`config.mk`:
```
export PLATFORM = sky130hd
export DESIGN_NAME = mtec_timer
export DESIGN_NICKNAME = d
export VERILOG_FILES = /design/src/hdl/mtec_pkg.sv /design/src/hdl/mtec_edge_sync.sv /design/src/hdl/mtec_timer.sv
export VERILOG_INCLUDE_DIRS = /design/src /design/src/hdl
export SDC_FILE = /design/constraint.sdc
export NUM_CORES = 1
export LEC_CHECK = 0
export ABC_AREA = 1
export BUFFER_PORTS_ARGS = -buffer_cell sky130_fd_sc_hd__buf_2
export CAP_MARGIN = 20
export CORE_MARGIN = 2
export CORE_UTILIZATION = 55
export DETAILED_ROUTE_END_ITERATION = 10
export PLACE_DENSITY = 0.75
export SETUP_SLACK_MARGIN = 0.15
export SYNTH_ARGS = -nofsm -noshare
export SYNTH_HDL_FRONTEND = slang
export SYNTH_SLANG_ARGS = --single-unit
```
`constraint.sdc`:
```
create_clock -name clk -period 5.2 [get_ports clk]
set_input_delay 0.52 -clock clk [delete_from_list [all_inputs] [get_ports clk]]
set_output_delay 0.52 -clock clk [all_outputs]
set_load 0.005 [all_outputs]
```
`src/hdl/mtec_defines.svh`:
```
// Register offsets, field positions, reload values and codes of the timer.
// Assumes inclusion by bare name from design files.
`ifndef MTEC_DEFINES_SVH
`define MTEC_DEFINES_SVH

`define MTEC_OFF_CTRL 8'h00
`define MTEC_OFF_CNT 8'h04
`define MTEC_OFF_RELOAD 8'h08
`define MTEC_OFF_STATUS 8'h0C
`define MTEC_OFF_MASK 8'h10
`define MTEC_OFF_OUT 8'h14

`define MTEC_CTRL_START 0
`define MTEC_CTRL_MODE_LO 1
`define MTEC_CTRL_MODE_HI 3
`define MTEC_CTRL_UP 4
`define MTEC_CTRL_FREE 5
`define MTEC_CTRL_MSEL 6
`define MTEC_CTRL_OS_TRIG 7

`define MTEC_ST_IRQ 0
`define MTEC_ST_RELOAD 1

`define MTEC_RESP_OKAY 2'h0
`define MTEC_RESP_SLVERR 2'h2
`define MTEC_ALL_ONES 16'hFFFF
`define MTEC_ALL_ZERO 16'h0000
`define MTEC_UNDEF_LOAD 16'hDEAD

`endif

```
`src/hdl/mtec_pkg.sv`:
```
// Types shared by the timer design files.
// Assumes the defines header is compiled alongside.
`default_nettype none
package mtec_pkg;
  typedef enum logic [2:0] {
    MTEC_TIMER = 3'h0,
    MTEC_EVENT = 3'h1,
    MTEC_ONESHOT = 3'h2,
    MTEC_PWM = 3'h3,
    MTEC_MEASURE = 3'h4
  } mtec_mode_t;
endpackage
`default_nettype wire

```
`src/hdl/mtec_edge_sync.sv`:
```
// Edge detector for the timer input pin, with a two-stage synchroniser.
// Assumes one clock; edge pulse is one cycle long.
`default_nettype none
module mtec_edge_sync (
  input wire logic clk, // System clock
  input wire logic rst, // Async reset, active high
  input wire logic pin_in, // Raw input pin
  input wire logic falling, // Select falling edge
  output logic edge_pulse // One-cycle pulse on selected edge
);
  logic s1;
  logic s2;
  logic s3;

  always_ff @(posedge clk or posedge rst) begin
    if (rst) begin
      s1 <= 1'b0;
      s2 <= 1'b0;
      s3 <= 1'b0;
    end else begin
      s1 <= pin_in;
      s2 <= s1;
      s3 <= s2;
    end
  end

  assign edge_pulse = falling ? (s3 & ~s2) : (s2 & ~s3);
endmodule
`default_nettype wire

```
`src/hdl/mtec_timer.sv`:
```
// Multimode 16-bit timer with AXI4-Lite register slave and interrupt.
// Assumes one 50 MHz clock, async active-high reset, synchronous pins.
`default_nettype none
`include "mtec_defines.svh"

// Function
// - Selecting PWM from reset/timer/event sets flag
// - Stop in PWM: high drops low, sets flag
// - Timer read at reload returns all ones
// - Written counter value readable before start
// - Event read at reload: ones underflow, zeros overflow
// - One-shot stop: reload, output low, set flag
// - Selecting one-shot from reset/timer/event sets flag
// - Measure select change while counting sets flag
// - First measured edge loads undefined, no flag
module mtec_timer #(
  parameter int WIDTH = 16
) (
  input wire logic clk, // System clock
  input wire logic rst, // Async reset, active high
  input wire logic [7:0] s_axi_awaddr, // Write address
  input wire logic s_axi_awvalid, // Write address valid
  output logic s_axi_awready, // Write address ready
  input wire logic [31:0] s_axi_wdata, // Write data
  input wire logic [3:0] s_axi_wstrb, // Write strobes
  input wire logic s_axi_wvalid, // Write data valid
  output logic s_axi_wready, // Write data ready
  output logic [1:0] s_axi_bresp, // Write response
  output logic s_axi_bvalid, // Write response valid
  input wire logic s_axi_bready, // Write response ready
  input wire logic [7:0] s_axi_araddr, // Read address
  input wire logic s_axi_arvalid, // Read address valid
  output logic s_axi_arready, // Read address ready
  output logic [31:0] s_axi_rdata, // Read data
  output logic [1:0] s_axi_rresp, // Read response
  output logic s_axi_rvalid, // Read data valid
  input wire logic s_axi_rready, // Read data ready
  input wire logic timer_x_io_pin_in, // Event or measured input pin
  output logic timer_x_io_pin_out, // Pin output level
  output logic timer_x_io_pin_oe, // Pin output enable
  output logic timer_a_pulse_output, // Pulse output
  output logic irq // Level interrupt
);
  logic [7:0] ctrl;
  logic [WIDTH-1:0] count;
  logic [WIDTH-1:0] reload;
  logic [WIDTH-1:0] pwm_high;
  logic [1:0] status;
  logic [1:0] mask;
  logic pulse;
  logic after_reset;
  logic first_edge;
  logic reload_ones;
  logic reload_zeros;
  logic ev_pulse;
  logic [7:0] wr_addr;
  logic [31:0] wr_data;
  logic have_aw;
  logic have_w;
  logic wr_go;
  logic [WIDTH-1:0] meas_cnt;
  logic set_irq;
  logic set_rel;

  mtec_pkg::mtec_mode_t mode;
  mtec_pkg::mtec_mode_t next_mode;
  logic start;
  logic next_start;
  logic up;
  logic free_run;
  logic msel;
  logic next_msel;

  function automatic logic is_plain(input mtec_pkg::mtec_mode_t m);
    is_plain = (m == mtec_pkg::MTEC_TIMER) || (m == mtec_pkg::MTEC_EVENT);
  endfunction

  function automatic logic hit(input logic [7:0] a, input logic [7:0] off);
    hit = (a == off);
  endfunction

  mtec_edge_sync u_edge (
    .clk(clk),
    .rst(rst),
    .pin_in(timer_x_io_pin_in),
    .falling(ctrl[`MTEC_CTRL_UP]),
    .edge_pulse(ev_pulse)
  );

  assign mode = mtec_pkg::mtec_mode_t'(
    ctrl[`MTEC_CTRL_MODE_HI:`MTEC_CTRL_MODE_LO]);
  assign start = ctrl[`MTEC_CTRL_START];
  assign up = ctrl[`MTEC_CTRL_UP];
  assign free_run = ctrl[`MTEC_CTRL_FREE];
  assign msel = ctrl[`MTEC_CTRL_MSEL];
  assign wr_go = have_aw && have_w && !s_axi_bvalid;
  assign next_mode = mtec_pkg::mtec_mode_t'(
    wr_data[`MTEC_CTRL_MODE_HI:`MTEC_CTRL_MODE_LO]);
  assign next_start = wr_data[`MTEC_CTRL_START];
  assign next_msel = wr_data[`MTEC_CTRL_MSEL];

  // Write channel capture: address and data in either order
  always_ff @(posedge clk or posedge rst) begin
    if (rst) begin
      have_aw <= 1'b0;
      have_w <= 1'b0;
      wr_addr <= 8'h00;
      wr_data <= 32'h00000000;
      s_axi_awready <= 1'b1;
      s_axi_wready <= 1'b1;
    end else if (wr_go) begin
      have_aw <= 1'b0;
      have_w <= 1'b0;
      s_axi_awready <= 1'b1;
      s_axi_wready <= 1'b1;
    end else begin
      if (s_axi_awvalid && s_axi_awready) begin
        have_aw <= 1'b1;
        wr_addr <= s_axi_awaddr;
        s_axi_awready <= 1'b0;
      end
      if (s_axi_wvalid && s_axi_wready) begin
        have_w <= 1'b1;
        wr_data <= s_axi_wdata;
        s_axi_wready <= 1'b0;
      end
    end
  end

  // Write response
  always_ff @(posedge clk or posedge rst) begin
    if (rst) begin
      s_axi_bvalid <= 1'b0;
      s_axi_bresp <= `MTEC_RESP_OKAY;
    end else if (wr_go) begin
      s_axi_bvalid <= 1'b1;
      if (hit(wr_addr, `MTEC_OFF_CTRL) || hit(wr_addr, `MTEC_OFF_CNT) ||
          hit(wr_addr, `MTEC_OFF_RELOAD) ||
          hit(wr_addr, `MTEC_OFF_STATUS) ||
          hit(wr_addr, `MTEC_OFF_MASK) || hit(wr_addr, `MTEC_OFF_OUT)) begin
        s_axi_bresp <= `MTEC_RESP_OKAY;
      end else begin
        s_axi_bresp <= `MTEC_RESP_SLVERR;
      end
    end else if (s_axi_bready) begin
      s_axi_bvalid <= 1'b0;
    end
  end

  // Control and mask registers
  always_ff @(posedge clk or posedge rst) begin
    if (rst) begin
      ctrl <= 8'h00;
      mask <= 2'h0;
      pwm_high <= '0;
      after_reset <= 1'b1;
    end else begin
      if (wr_go && hit(wr_addr, `MTEC_OFF_CTRL) && s_axi_wstrb[0]) begin
        ctrl <= wr_data[7:0];
        after_reset <= 1'b0;
      end
      if (wr_go && hit(wr_addr, `MTEC_OFF_MASK) && s_axi_wstrb[0]) begin
        mask <= wr_data[1:0];
      end
      if (wr_go && hit(wr_addr, `MTEC_OFF_OUT)) begin
        pwm_high <= wr_data[WIDTH-1:0];
      end
    end
  end

  // Counter, reload register and reload markers
  always_ff @(posedge clk or posedge rst) begin
    if (rst) begin
      count <= '0;
      reload <= '0;
      reload_ones <= 1'b0;
      reload_zeros <= 1'b0;
      first_edge <= 1'b0;
      meas_cnt <= '0;
    end else begin
      reload_ones <= 1'b0;
      reload_zeros <= 1'b0;
      if (wr_go && hit(wr_addr, `MTEC_OFF_RELOAD)) begin
        reload <= wr_data[WIDTH-1:0];
      end
      if (wr_go && hit(wr_addr, `MTEC_OFF_CNT) && !start) begin
        count <= wr_data[WIDTH-1:0];
        if (mode != mtec_pkg::MTEC_MEASURE) begin
          reload <= wr_data[WIDTH-1:0];
        end
      end else if (wr_go && hit(wr_addr, `MTEC_OFF_CTRL) && start &&
                   !next_start && (mode == mtec_pkg::MTEC_ONESHOT)) begin
        count <= reload;
      end else if (start) begin
        unique case (mode)
          mtec_pkg::MTEC_TIMER, mtec_pkg::MTEC_ONESHOT,
          mtec_pkg::MTEC_PWM: begin
            if (count == '0) begin
              count <= reload;
              reload_ones <= 1'b1;
            end else begin
              count <= count - 1'b1;
            end
          end
          mtec_pkg::MTEC_EVENT: begin
            if (ev_pulse) begin
              if (!up && count == '0) begin
                count <= free_run ? `MTEC_ALL_ONES : reload;
                reload_ones <= 1'b1;
              end else if (up && count == `MTEC_ALL_ONES) begin
                count <= free_run ? `MTEC_ALL_ZERO : reload;
                reload_zeros <= 1'b1;
              end else begin
                count <= up ? count + 1'b1 : count - 1'b1;
              end
            end
          end
          mtec_pkg::MTEC_MEASURE: begin
            meas_cnt <= meas_cnt + 1'b1;
            if (ev_pulse) begin
              meas_cnt <= '0;
              first_edge <= 1'b0;
              reload <= first_edge ? `MTEC_UNDEF_LOAD : meas_cnt;
            end
          end
          default: begin
            count <= count;
          end
        endcase
      end
      if (wr_go && hit(wr_addr, `MTEC_OFF_CTRL) && next_start && !start) begin
        first_edge <= 1'b1;
        meas_cnt <= '0;
      end
    end
  end

  // Output pin level for one-shot and PWM
  always_ff @(posedge clk or posedge rst) begin
    if (rst) begin
      pulse <= 1'b0;
      timer_a_pulse_output <= 1'b0;
      timer_x_io_pin_out <= 1'b0;
      timer_x_io_pin_oe <= 1'b0;
    end else begin
      if (wr_go && hit(wr_addr, `MTEC_OFF_CTRL) && start && !next_start) begin
        pulse <= 1'b0;
      end else if (start && mode == mtec_pkg::MTEC_PWM) begin
        pulse <= (count > pwm_high) ? 1'b0 : 1'b1;
      end else if (start && mode == mtec_pkg::MTEC_ONESHOT) begin
        pulse <= (count != '0);
      end else if (!start) begin
        pulse <= pulse;
      end
      timer_a_pulse_output <= pulse;
      timer_x_io_pin_out <= pulse;
      timer_x_io_pin_oe <= (mode == mtec_pkg::MTEC_PWM) ||
                           (mode == mtec_pkg::MTEC_ONESHOT);
    end
  end

  always_comb begin
    set_irq = 1'b0;
    set_rel = reload_ones | reload_zeros;
    if (wr_go && hit(wr_addr, `MTEC_OFF_CTRL)) begin
      if ((next_mode == mtec_pkg::MTEC_PWM ||
           next_mode == mtec_pkg::MTEC_ONESHOT) &&
          (after_reset || is_plain(mode))) begin
        set_irq = 1'b1;
      end
      if (start && !next_start && mode == mtec_pkg::MTEC_PWM && pulse) begin
        set_irq = 1'b1;
      end
      if (start && !next_start && mode == mtec_pkg::MTEC_ONESHOT) begin
        set_irq = 1'b1;
      end
      if (start && mode == mtec_pkg::MTEC_MEASURE &&
          next_msel != msel) begin
        set_irq = 1'b1;
      end
    end
    if (start && (mode == mtec_pkg::MTEC_MEASURE) && ev_pulse &&
        !first_edge) begin
      set_irq = 1'b1;
    end
    if (start && mode == mtec_pkg::MTEC_ONESHOT && count == '0 &&
        pulse) begin
      set_irq = 1'b1;
    end
    if (start && (mode == mtec_pkg::MTEC_TIMER) && count == '0) begin
      set_irq = 1'b1;
    end
  end

  // Interrupt request flag: set wins over a software clear
  always_ff @(posedge clk or posedge rst) begin
    if (rst) begin
      status <= 2'h0;
    end else begin
      if (wr_go && hit(wr_addr, `MTEC_OFF_STATUS) && s_axi_wstrb[0]) begin
        if (wr_data[`MTEC_ST_IRQ]) begin
          status[`MTEC_ST_IRQ] <= 1'b0;
        end
        if (wr_data[`MTEC_ST_RELOAD]) begin
          status[`MTEC_ST_RELOAD] <= 1'b0;
        end
      end
      if (set_irq) begin
        status[`MTEC_ST_IRQ] <= 1'b1;
      end
      if (set_rel) begin
        status[`MTEC_ST_RELOAD] <= 1'b1;
      end
    end
  end

  // Interrupt output
  always_ff @(posedge clk or posedge rst) begin
    if (rst) begin
      irq <= 1'b0;
    end else begin
      irq <= |(status & mask);
    end
  end

  // Read channel
  always_ff @(posedge clk or posedge rst) begin
    if (rst) begin
      s_axi_arready <= 1'b1;
      s_axi_rvalid <= 1'b0;
      s_axi_rdata <= 32'h00000000;
      s_axi_rresp <= `MTEC_RESP_OKAY;
    end else if (s_axi_arvalid && s_axi_arready) begin
      s_axi_arready <= 1'b0;
      s_axi_rvalid <= 1'b1;
      s_axi_rresp <= `MTEC_RESP_OKAY;
      s_axi_rdata <= 32'h00000000;
      unique case (s_axi_araddr)
        `MTEC_OFF_CTRL: s_axi_rdata[7:0] <= ctrl;
        `MTEC_OFF_CNT: begin
          if (reload_ones) begin
            s_axi_rdata[15:0] <= `MTEC_ALL_ONES;
          end else if (reload_zeros) begin
            s_axi_rdata[15:0] <= `MTEC_ALL_ZERO;
          end else begin
            s_axi_rdata[WIDTH-1:0] <= count;
          end
        end
        `MTEC_OFF_RELOAD: s_axi_rdata[WIDTH-1:0] <= reload;
        `MTEC_OFF_STATUS: s_axi_rdata[1:0] <= status;
        `MTEC_OFF_MASK: s_axi_rdata[1:0] <= mask;
        `MTEC_OFF_OUT: s_axi_rdata[WIDTH-1:0] <= pwm_high;
        default: s_axi_rresp <= `MTEC_RESP_SLVERR;
      endcase
    end else if (s_axi_rvalid && s_axi_rready) begin
      s_axi_rvalid <= 1'b0;
      s_axi_arready <= 1'b1;
    end
  end
endmodule
`default_nettype wire

```
# ---- After elaboration in Yosys (flattened, before gate mapping)
# Index checks and enable logic that the tools add are counted.
dict set report classes {
  n_mux 84
  n_lt_le_gt_ge 1
  n_eq_ne 22
  n_bitwise 7
  n_addsub 3
  reduce_logical 81
}
# cell n
set ops {}
lappend ops {{$mux W16} 26}
lappend ops {{$mux W1} 50}
lappend ops {{$logic_and A1 B1 Y1} 38}
lappend ops {{$add A16 B1 Y16 const B} 2}
lappend ops {{$eq A8 B4 Y1 const B} 4}
lappend ops {{$eq A8 B5 Y1 const B} 4}
lappend ops {{$pmux W16 S2} 1}
lappend ops {{$pmux W6 S4} 1}
lappend ops {{$pmux W8 S3} 1}
lappend ops {{$reduce_bool A2 Y1} 11}
lappend ops {{$eq A16 B16 Y1 const B} 1}
lappend ops {{$eq A8 B3 Y1 const B} 2}
lappend ops {{$gt A16 B16 Y1} 1}
lappend ops {{$logic_not A16 Y1} 1}
lappend ops {{$logic_not A8 Y1} 2}
lappend ops {{$reduce_bool A16 Y1} 1}
lappend ops {{$sub A16 B1 Y16 const B} 1}
lappend ops {{$eq A3 B2 Y1 const B} 4}
lappend ops {{$pmux W2 S6} 1}
lappend ops {{$logic_or A1 B1 Y1} 9}
lappend ops {{$reduce_and A2 Y1} 4}
lappend ops {{$mux W2} 3}
lappend ops {{$reduce_bool A3 Y1} 2}
lappend ops {{$reduce_or A6 Y1} 1}
lappend ops {{other kinds (19)} 27}
dict set report word_totals {
  word_cells 229
  in_bits 60
  ff_bits 138
}

# ---- Logic depth before layout (Yosys ltp)
dict set report depth {
  depth_word 14
  ltp_mapped 14
  ltp_nobuf 14
}

# ---- Modules after synthesis
# Synthesis repeated with hierarchy kept, for this count alone.
dict set report hier_totals {
  cells_unflattened 1270
  area_unflattened_um2 8978.6
}
# module instances seq_area_each_um2 cells_per_inst area_each_um2
set by_module_without_submodules {}
lappend by_module_without_submodules {mtec_timer 1 3333.2 1260 8874.8}
lappend by_module_without_submodules {mtec_edge_sync 1 75.1 10 103.8}

# ---- Least setup slack after synthesis
# No wires, ideal clock.
dict set report synth_path {
  path_kind {register to register}
  start {reg count[0]}
  end {reg count[10]}
  synth_period_minus_slack_ns 1.730
  arrival_time_ns 1.665
  required_time_ns 5.135
  slack_ns 3.470
  stages_incl_launch_ff 13
  path_cell_list {dfrtp_1 inv_1 ha_1 nand3_1 nor2_2 nand2_4 nor2_4 nand3_4 nand2_2 nor2_2 o21ai_2 nand3_1 nand2_1}
}
dict set report synth_between {
  elab_chain_len 9
  elab_cells_between_ends 15
  classes_between {2 x add/sub; 1 x eq/ne; 9 x mux; 3 x reduce/logical}
}
# item line
set synth_rtl {}
lappend synth_rtl {{start: declaration} mtec_timer.sv:45} ;# logic [WIDTH-1:0] count;
lappend synth_rtl {{start signal: assignment} mtec_timer.sv:187} ;# count <= wr_data[WIDTH-1:0];
lappend synth_rtl {{start signal: assignment} mtec_timer.sv:193} ;# count <= reload;
lappend synth_rtl {{start signal: assignment} mtec_timer.sv:199} ;# count <= reload;
lappend synth_rtl {{$sub A16 B1 Y16, or another cell as far along} {mtec_timer.sv:202, mtec_timer.sv:214}}
lappend synth_rtl {{$mux W16 or $logic_and A1 B1 Y1 (tied branches)} --}
lappend synth_rtl {{$mux W16} mtec_timer.sv:210} ;# end else if (up && count == `MTEC_ALL_ONES) begin
lappend synth_rtl {{$mux W16} mtec_timer.sv:207} ;# if (!up && count == '0) begin
lappend synth_rtl {{$mux W16} mtec_timer.sv:206} ;# if (ev_pulse) begin
lappend synth_rtl {{$pmux W16 S2 *} mtec_timer.sv:195} ;# unique case (mode)
lappend synth_rtl {{$mux W16 *} mtec_timer.sv:194} ;# end else if (start) begin
lappend synth_rtl {{$mux W16 *} mtec_timer.sv:191} ;# end else if (wr_go && hit(wr_addr, `MTEC_OFF_CTRL) && start &&
lappend synth_rtl {{$mux W16 *} mtec_timer.sv:186} ;# if (wr_go && hit(wr_addr, `MTEC_OFF_CNT) && !start) begin
# Every way passes the cells marked *; elsewhere a longest branch is shown, timed or not. The select of a mux whose other input is x is not followed.
# A chain may end at the register's enable or synchronous reset.

# ---- Worst setup path after layout
dict set report layout_path {
  start {reg ctrl[4]}
  end {reg reload[8]}
}
dict set report layout_between {
  elab_chain_len 6
}
# item line
set layout_rtl {}
lappend layout_rtl {{start: declaration} mtec_timer.sv:44} ;# logic [7:0] ctrl;
lappend layout_rtl {{start signal: assignment} mtec_timer.sv:159} ;# ctrl <= wr_data[7:0];
lappend layout_rtl {{$mux W1} mtec_edge_sync.sv:27} ;# assign edge_pulse = falling ? (s3 & ~s2) : (s2 & ~s3);
lappend layout_rtl {{$mux W16} mtec_timer.sv:220} ;# if (ev_pulse) begin
lappend layout_rtl {{$mux W16} mtec_timer.sv:195}
lappend layout_rtl {{$mux W16} mtec_timer.sv:194}
lappend layout_rtl {{$mux W16} mtec_timer.sv:191}
lappend layout_rtl {{$mux W16} mtec_timer.sv:186}
lappend layout_rtl {{end signal: assignment} mtec_timer.sv:184} ;# reload <= wr_data[WIDTH-1:0];
lappend layout_rtl {{end signal: assignment} mtec_timer.sv:189} ;# reload <= wr_data[WIDTH-1:0];
lappend layout_rtl {{end signal: assignment} mtec_timer.sv:223} ;# reload <= first_edge ? `MTEC_UNDEF_LOAD : meas_cnt;
lappend layout_rtl {{end: declaration} mtec_timer.sv:46} ;# logic [WIDTH-1:0] reload;
# Every way passes these cells.

==> run_results.csv <==
group,metric,value,unit
critical_path,criticalPathCategory,"reg -> reg",
final_layout,n_fill_cell,1461,
yosys,ys.flop_type,"dfrtp_1",
floorplan,core.rowCount,46,
floorplan,dieArea,17120,sq um
sta,min_period,2.952,ns
placed_design,gp_congestion,0.9523,
clocking,cts-buffers-inserted,17,
drt,routed_wl,25510,um
placed_design,io_buffers,67,
clocking,clkLatencyLatePin,0.43,ns
floorplan,die_y,130.9,um
yosys,synthCells,1230,
drt,drc,0,
sta,slew_viol_final,0,
sta,setup-tns-final,0,ns
job,maxCapViolCount,0,
floorplan,die_w,130.9,um
critical_path,crit_arrival,3.31,ns
yosys,synth-edff-count,0,
clocking,h-tree-depth,4,
floorplan,start_util,0.5592,
final_layout,final_common_cell,"nand2_1",
final_layout,final_cell_mix,"282 x nand2_1, 148 x inv_1, 137 x o21ai_0",
yosys,ys_seq_area_frac,0.3851,
yosys,syn-cell-area,8851,sq um
power,ir_drop,0.3069,mV
drt,vias,8413,
clocking,holdBufCountCts,0,
final_layout,antennaDiodeCount,0,
clocking,cts-root-buf,"clkbuf_16",
final_layout,final_core_util,0.6187,
final_layout,fin_nets,1358,
critical_path,end_kind,"register",
sta,relSlewSlack,0.3385,
grt,grt.overflow.total,0,
worst_hold_path,min_path_type,"in -> reg",
sta,fmax,0.3388,GHz
sta,final-setup-viol-count,0,
yosys,ys_seq_elements,136,
grt,grt_util_all_layers,0.3122,
clocking,cts_sinks,136,
sta,period_share,0.5676,
final_layout,drive_above_1_share,0.1317,
critical_path,crit_path_start_kind,"register",
clocking,cts_tree,"built",
clocking,clockBufferDepth,2,
yosys,synthArstFlopShare,1.000,
critical_path,crit_fanout,16,
clocking,post_cts_resized,0,
power,power_density,421.1,nW/um^2
yosys,yosys_warnings,0,
sta,hold_viol,0,
critical_path,crit_required,5.56,ns
yosys,ys_types,54,
clocking,cts_setup_buffers,0,
grt,grt_max_degree,106,
sta,worst_pin_slew,0.9922,ns
grt,antenna_found_initial,0,
placed_design,hpwl,18750,um
drt,wire_per_inst,16.92,um
sta,rsz0062_at_grt,"false",
grt,grt_pass1_vias,7781,
critical_path,r2r_slack,2.25,ns
run_status,status,"finished, final reports clean",
sta,fin_skew,0.008674,ns
clocking,clk_pin_slew_worst_paths,0.06,ns
floorplan,design.core.area,15830,sq um
drt,drtAntennaViolNets,0,
yosys,avgSynthCellArea,7.196,sq um
final_layout,area_growth,10.63,%
grt,grt_pass1_wl,40800,um
drt,first_iter_violations,840,
floorplan,pin_count,105,
power,p_leak,4.804,nW
drt,drtPass1Iterations,5,
drt,viasPerCell,5.583,
## path summary, 6_finish.rpt
check                      cells past startpoint         startpoint        endpoint
setup / recovery                              10            ctrl[4]       reload[8]
hold / removal                                 1  timer_x_io_pin_in       u_edge.s1
setup reg to reg                              10            ctrl[4]       reload[8]
hold reg to reg                                0          u_edge.s1       u_edge.s2
max in group asynchronous                      3                rst    s_axi_wready
min in group asynchronous                      2                rst  s_axi_rdata[2]
## worst max-delay path: stages, from the launching register on
cell and delay [ns]:
dfrtp_1 0.74, nand2_1 0.12, o21ai_1 0.28, inv_1 0.23
nor2_2 0.52, nand2_1 0.45, inv_1 0.25, nand2_1 0.07
nand2_1 0.07, nand2_1 0.04, o21ai_1 0.10
## state kept, by name, summed over array words and instances (netlist names), 2 cells and up
| register | flops |
|---|---|
| mask | 2 |
| ctrl | 8 |
| meas_cnt | 16 |
| wr_data | 16 |
| wr_addr | 8 |
| reload | 16 |
| count | 16 |
| pwm_high | 16 |
| status | 2 |
| s_axi_rdata | 16 |
## cell usage after synthesis, types with 4 or more instances
master	instances	area, sq um
nor3_1	16	80.08
nand3_1	72	360.4
nor2_1	96	360.4
clkbuf_1	21	78.83
o21ai_1	28	140.1
nor2_4	12	135.1
nand2_2	5	31.28
nor2_2	13	81.33
a31oi_1	4	25.02
nand2_1	282	1059
o21ai_0	137	685.7
xor2_1	11	96.34
dfstp_2	4	105.1
o22ai_1	26	162.7
inv_2	14	52.55
ha_1	20	250.2
a21oi_1	85	425.4
dfrtp_1	132	3303
nand4_1	12	75.07
a211oi_1	4	30.03
buf_6	6	67.56
buf_4	23	172.7
buf_2	7	35.03
o211ai_1	5	37.54
inv_1	149	559.3
## per-layer routing
layer | global-route usage | vias to the layer above | routed length (um)
met5 | 0 | - | 0
met1 | 0.4434 | 3905 | 11520
li1 | - | 4126 | -
met4 | 0.09762 | 0 | 551
met3 | 0.04805 | 47 | 1700
met2 | 0.4948 | 335 | 11730
## through the flow
| stage | power [mW] | hold WS, ns | setup slack [ns] | area, sq um | instances |
|---|---|---|---|---|---|
| after floorplan | 2.525 | 0.3312 | 1.047 | 8915 | 1247 |
| after global placement | 2.848 | 0.3337 | 2.321 | 9165 | 1473 |
| after detailed placement | 2.875 | 0.3358 | 2.316 | 9165 | 1473 |
| after CTS | 4.091 | 0.1876 | 2.253 | 9749 | 1505 |
| after global routing | 4.398 | 0.1912 | 2.082 | 9792 | 1507 |
| final | 4.123 | 0.1975 | 2.248 | 9792 | 1507 |
## power by group
group	internal (mW)	total, mW	switching, mW
sequential	1.26	1.52	0.255
combinational	0.479	1.40	0.917
clock	0.696	1.21	0.515
## layout make-up
cell class / count / area [sq um] / share of cell area
clock inverters: 13 / 131.4 / 0.01342
clock buffers: 19 / 452.9 / 0.04626
multi-input cells: 886 / 4508 / 0.4604
repair buffers: 71 / 392.9 / 0.04012
flip-flops and latches: 136 / 3408 / 0.3481
well taps: 216 / 270.3 / 0.02760
inverters: 166 / 628.1 / 0.06415
## logic make-up (layout without fill, tap and decap cells)
kind of cell,after synthesis,count (layout),synth area share
fa+ha+maj,20,20,0.02827
xor+xnor,14,14,0.01385
simple gates,527,527,0.2713
flops,136,136,0.3851
other cells,1,18,0.0004237
compound gates,307,307,0.1883
buf+inv,225,269,0.1128
No activity file was read; power rests on OpenSTA's default activity.
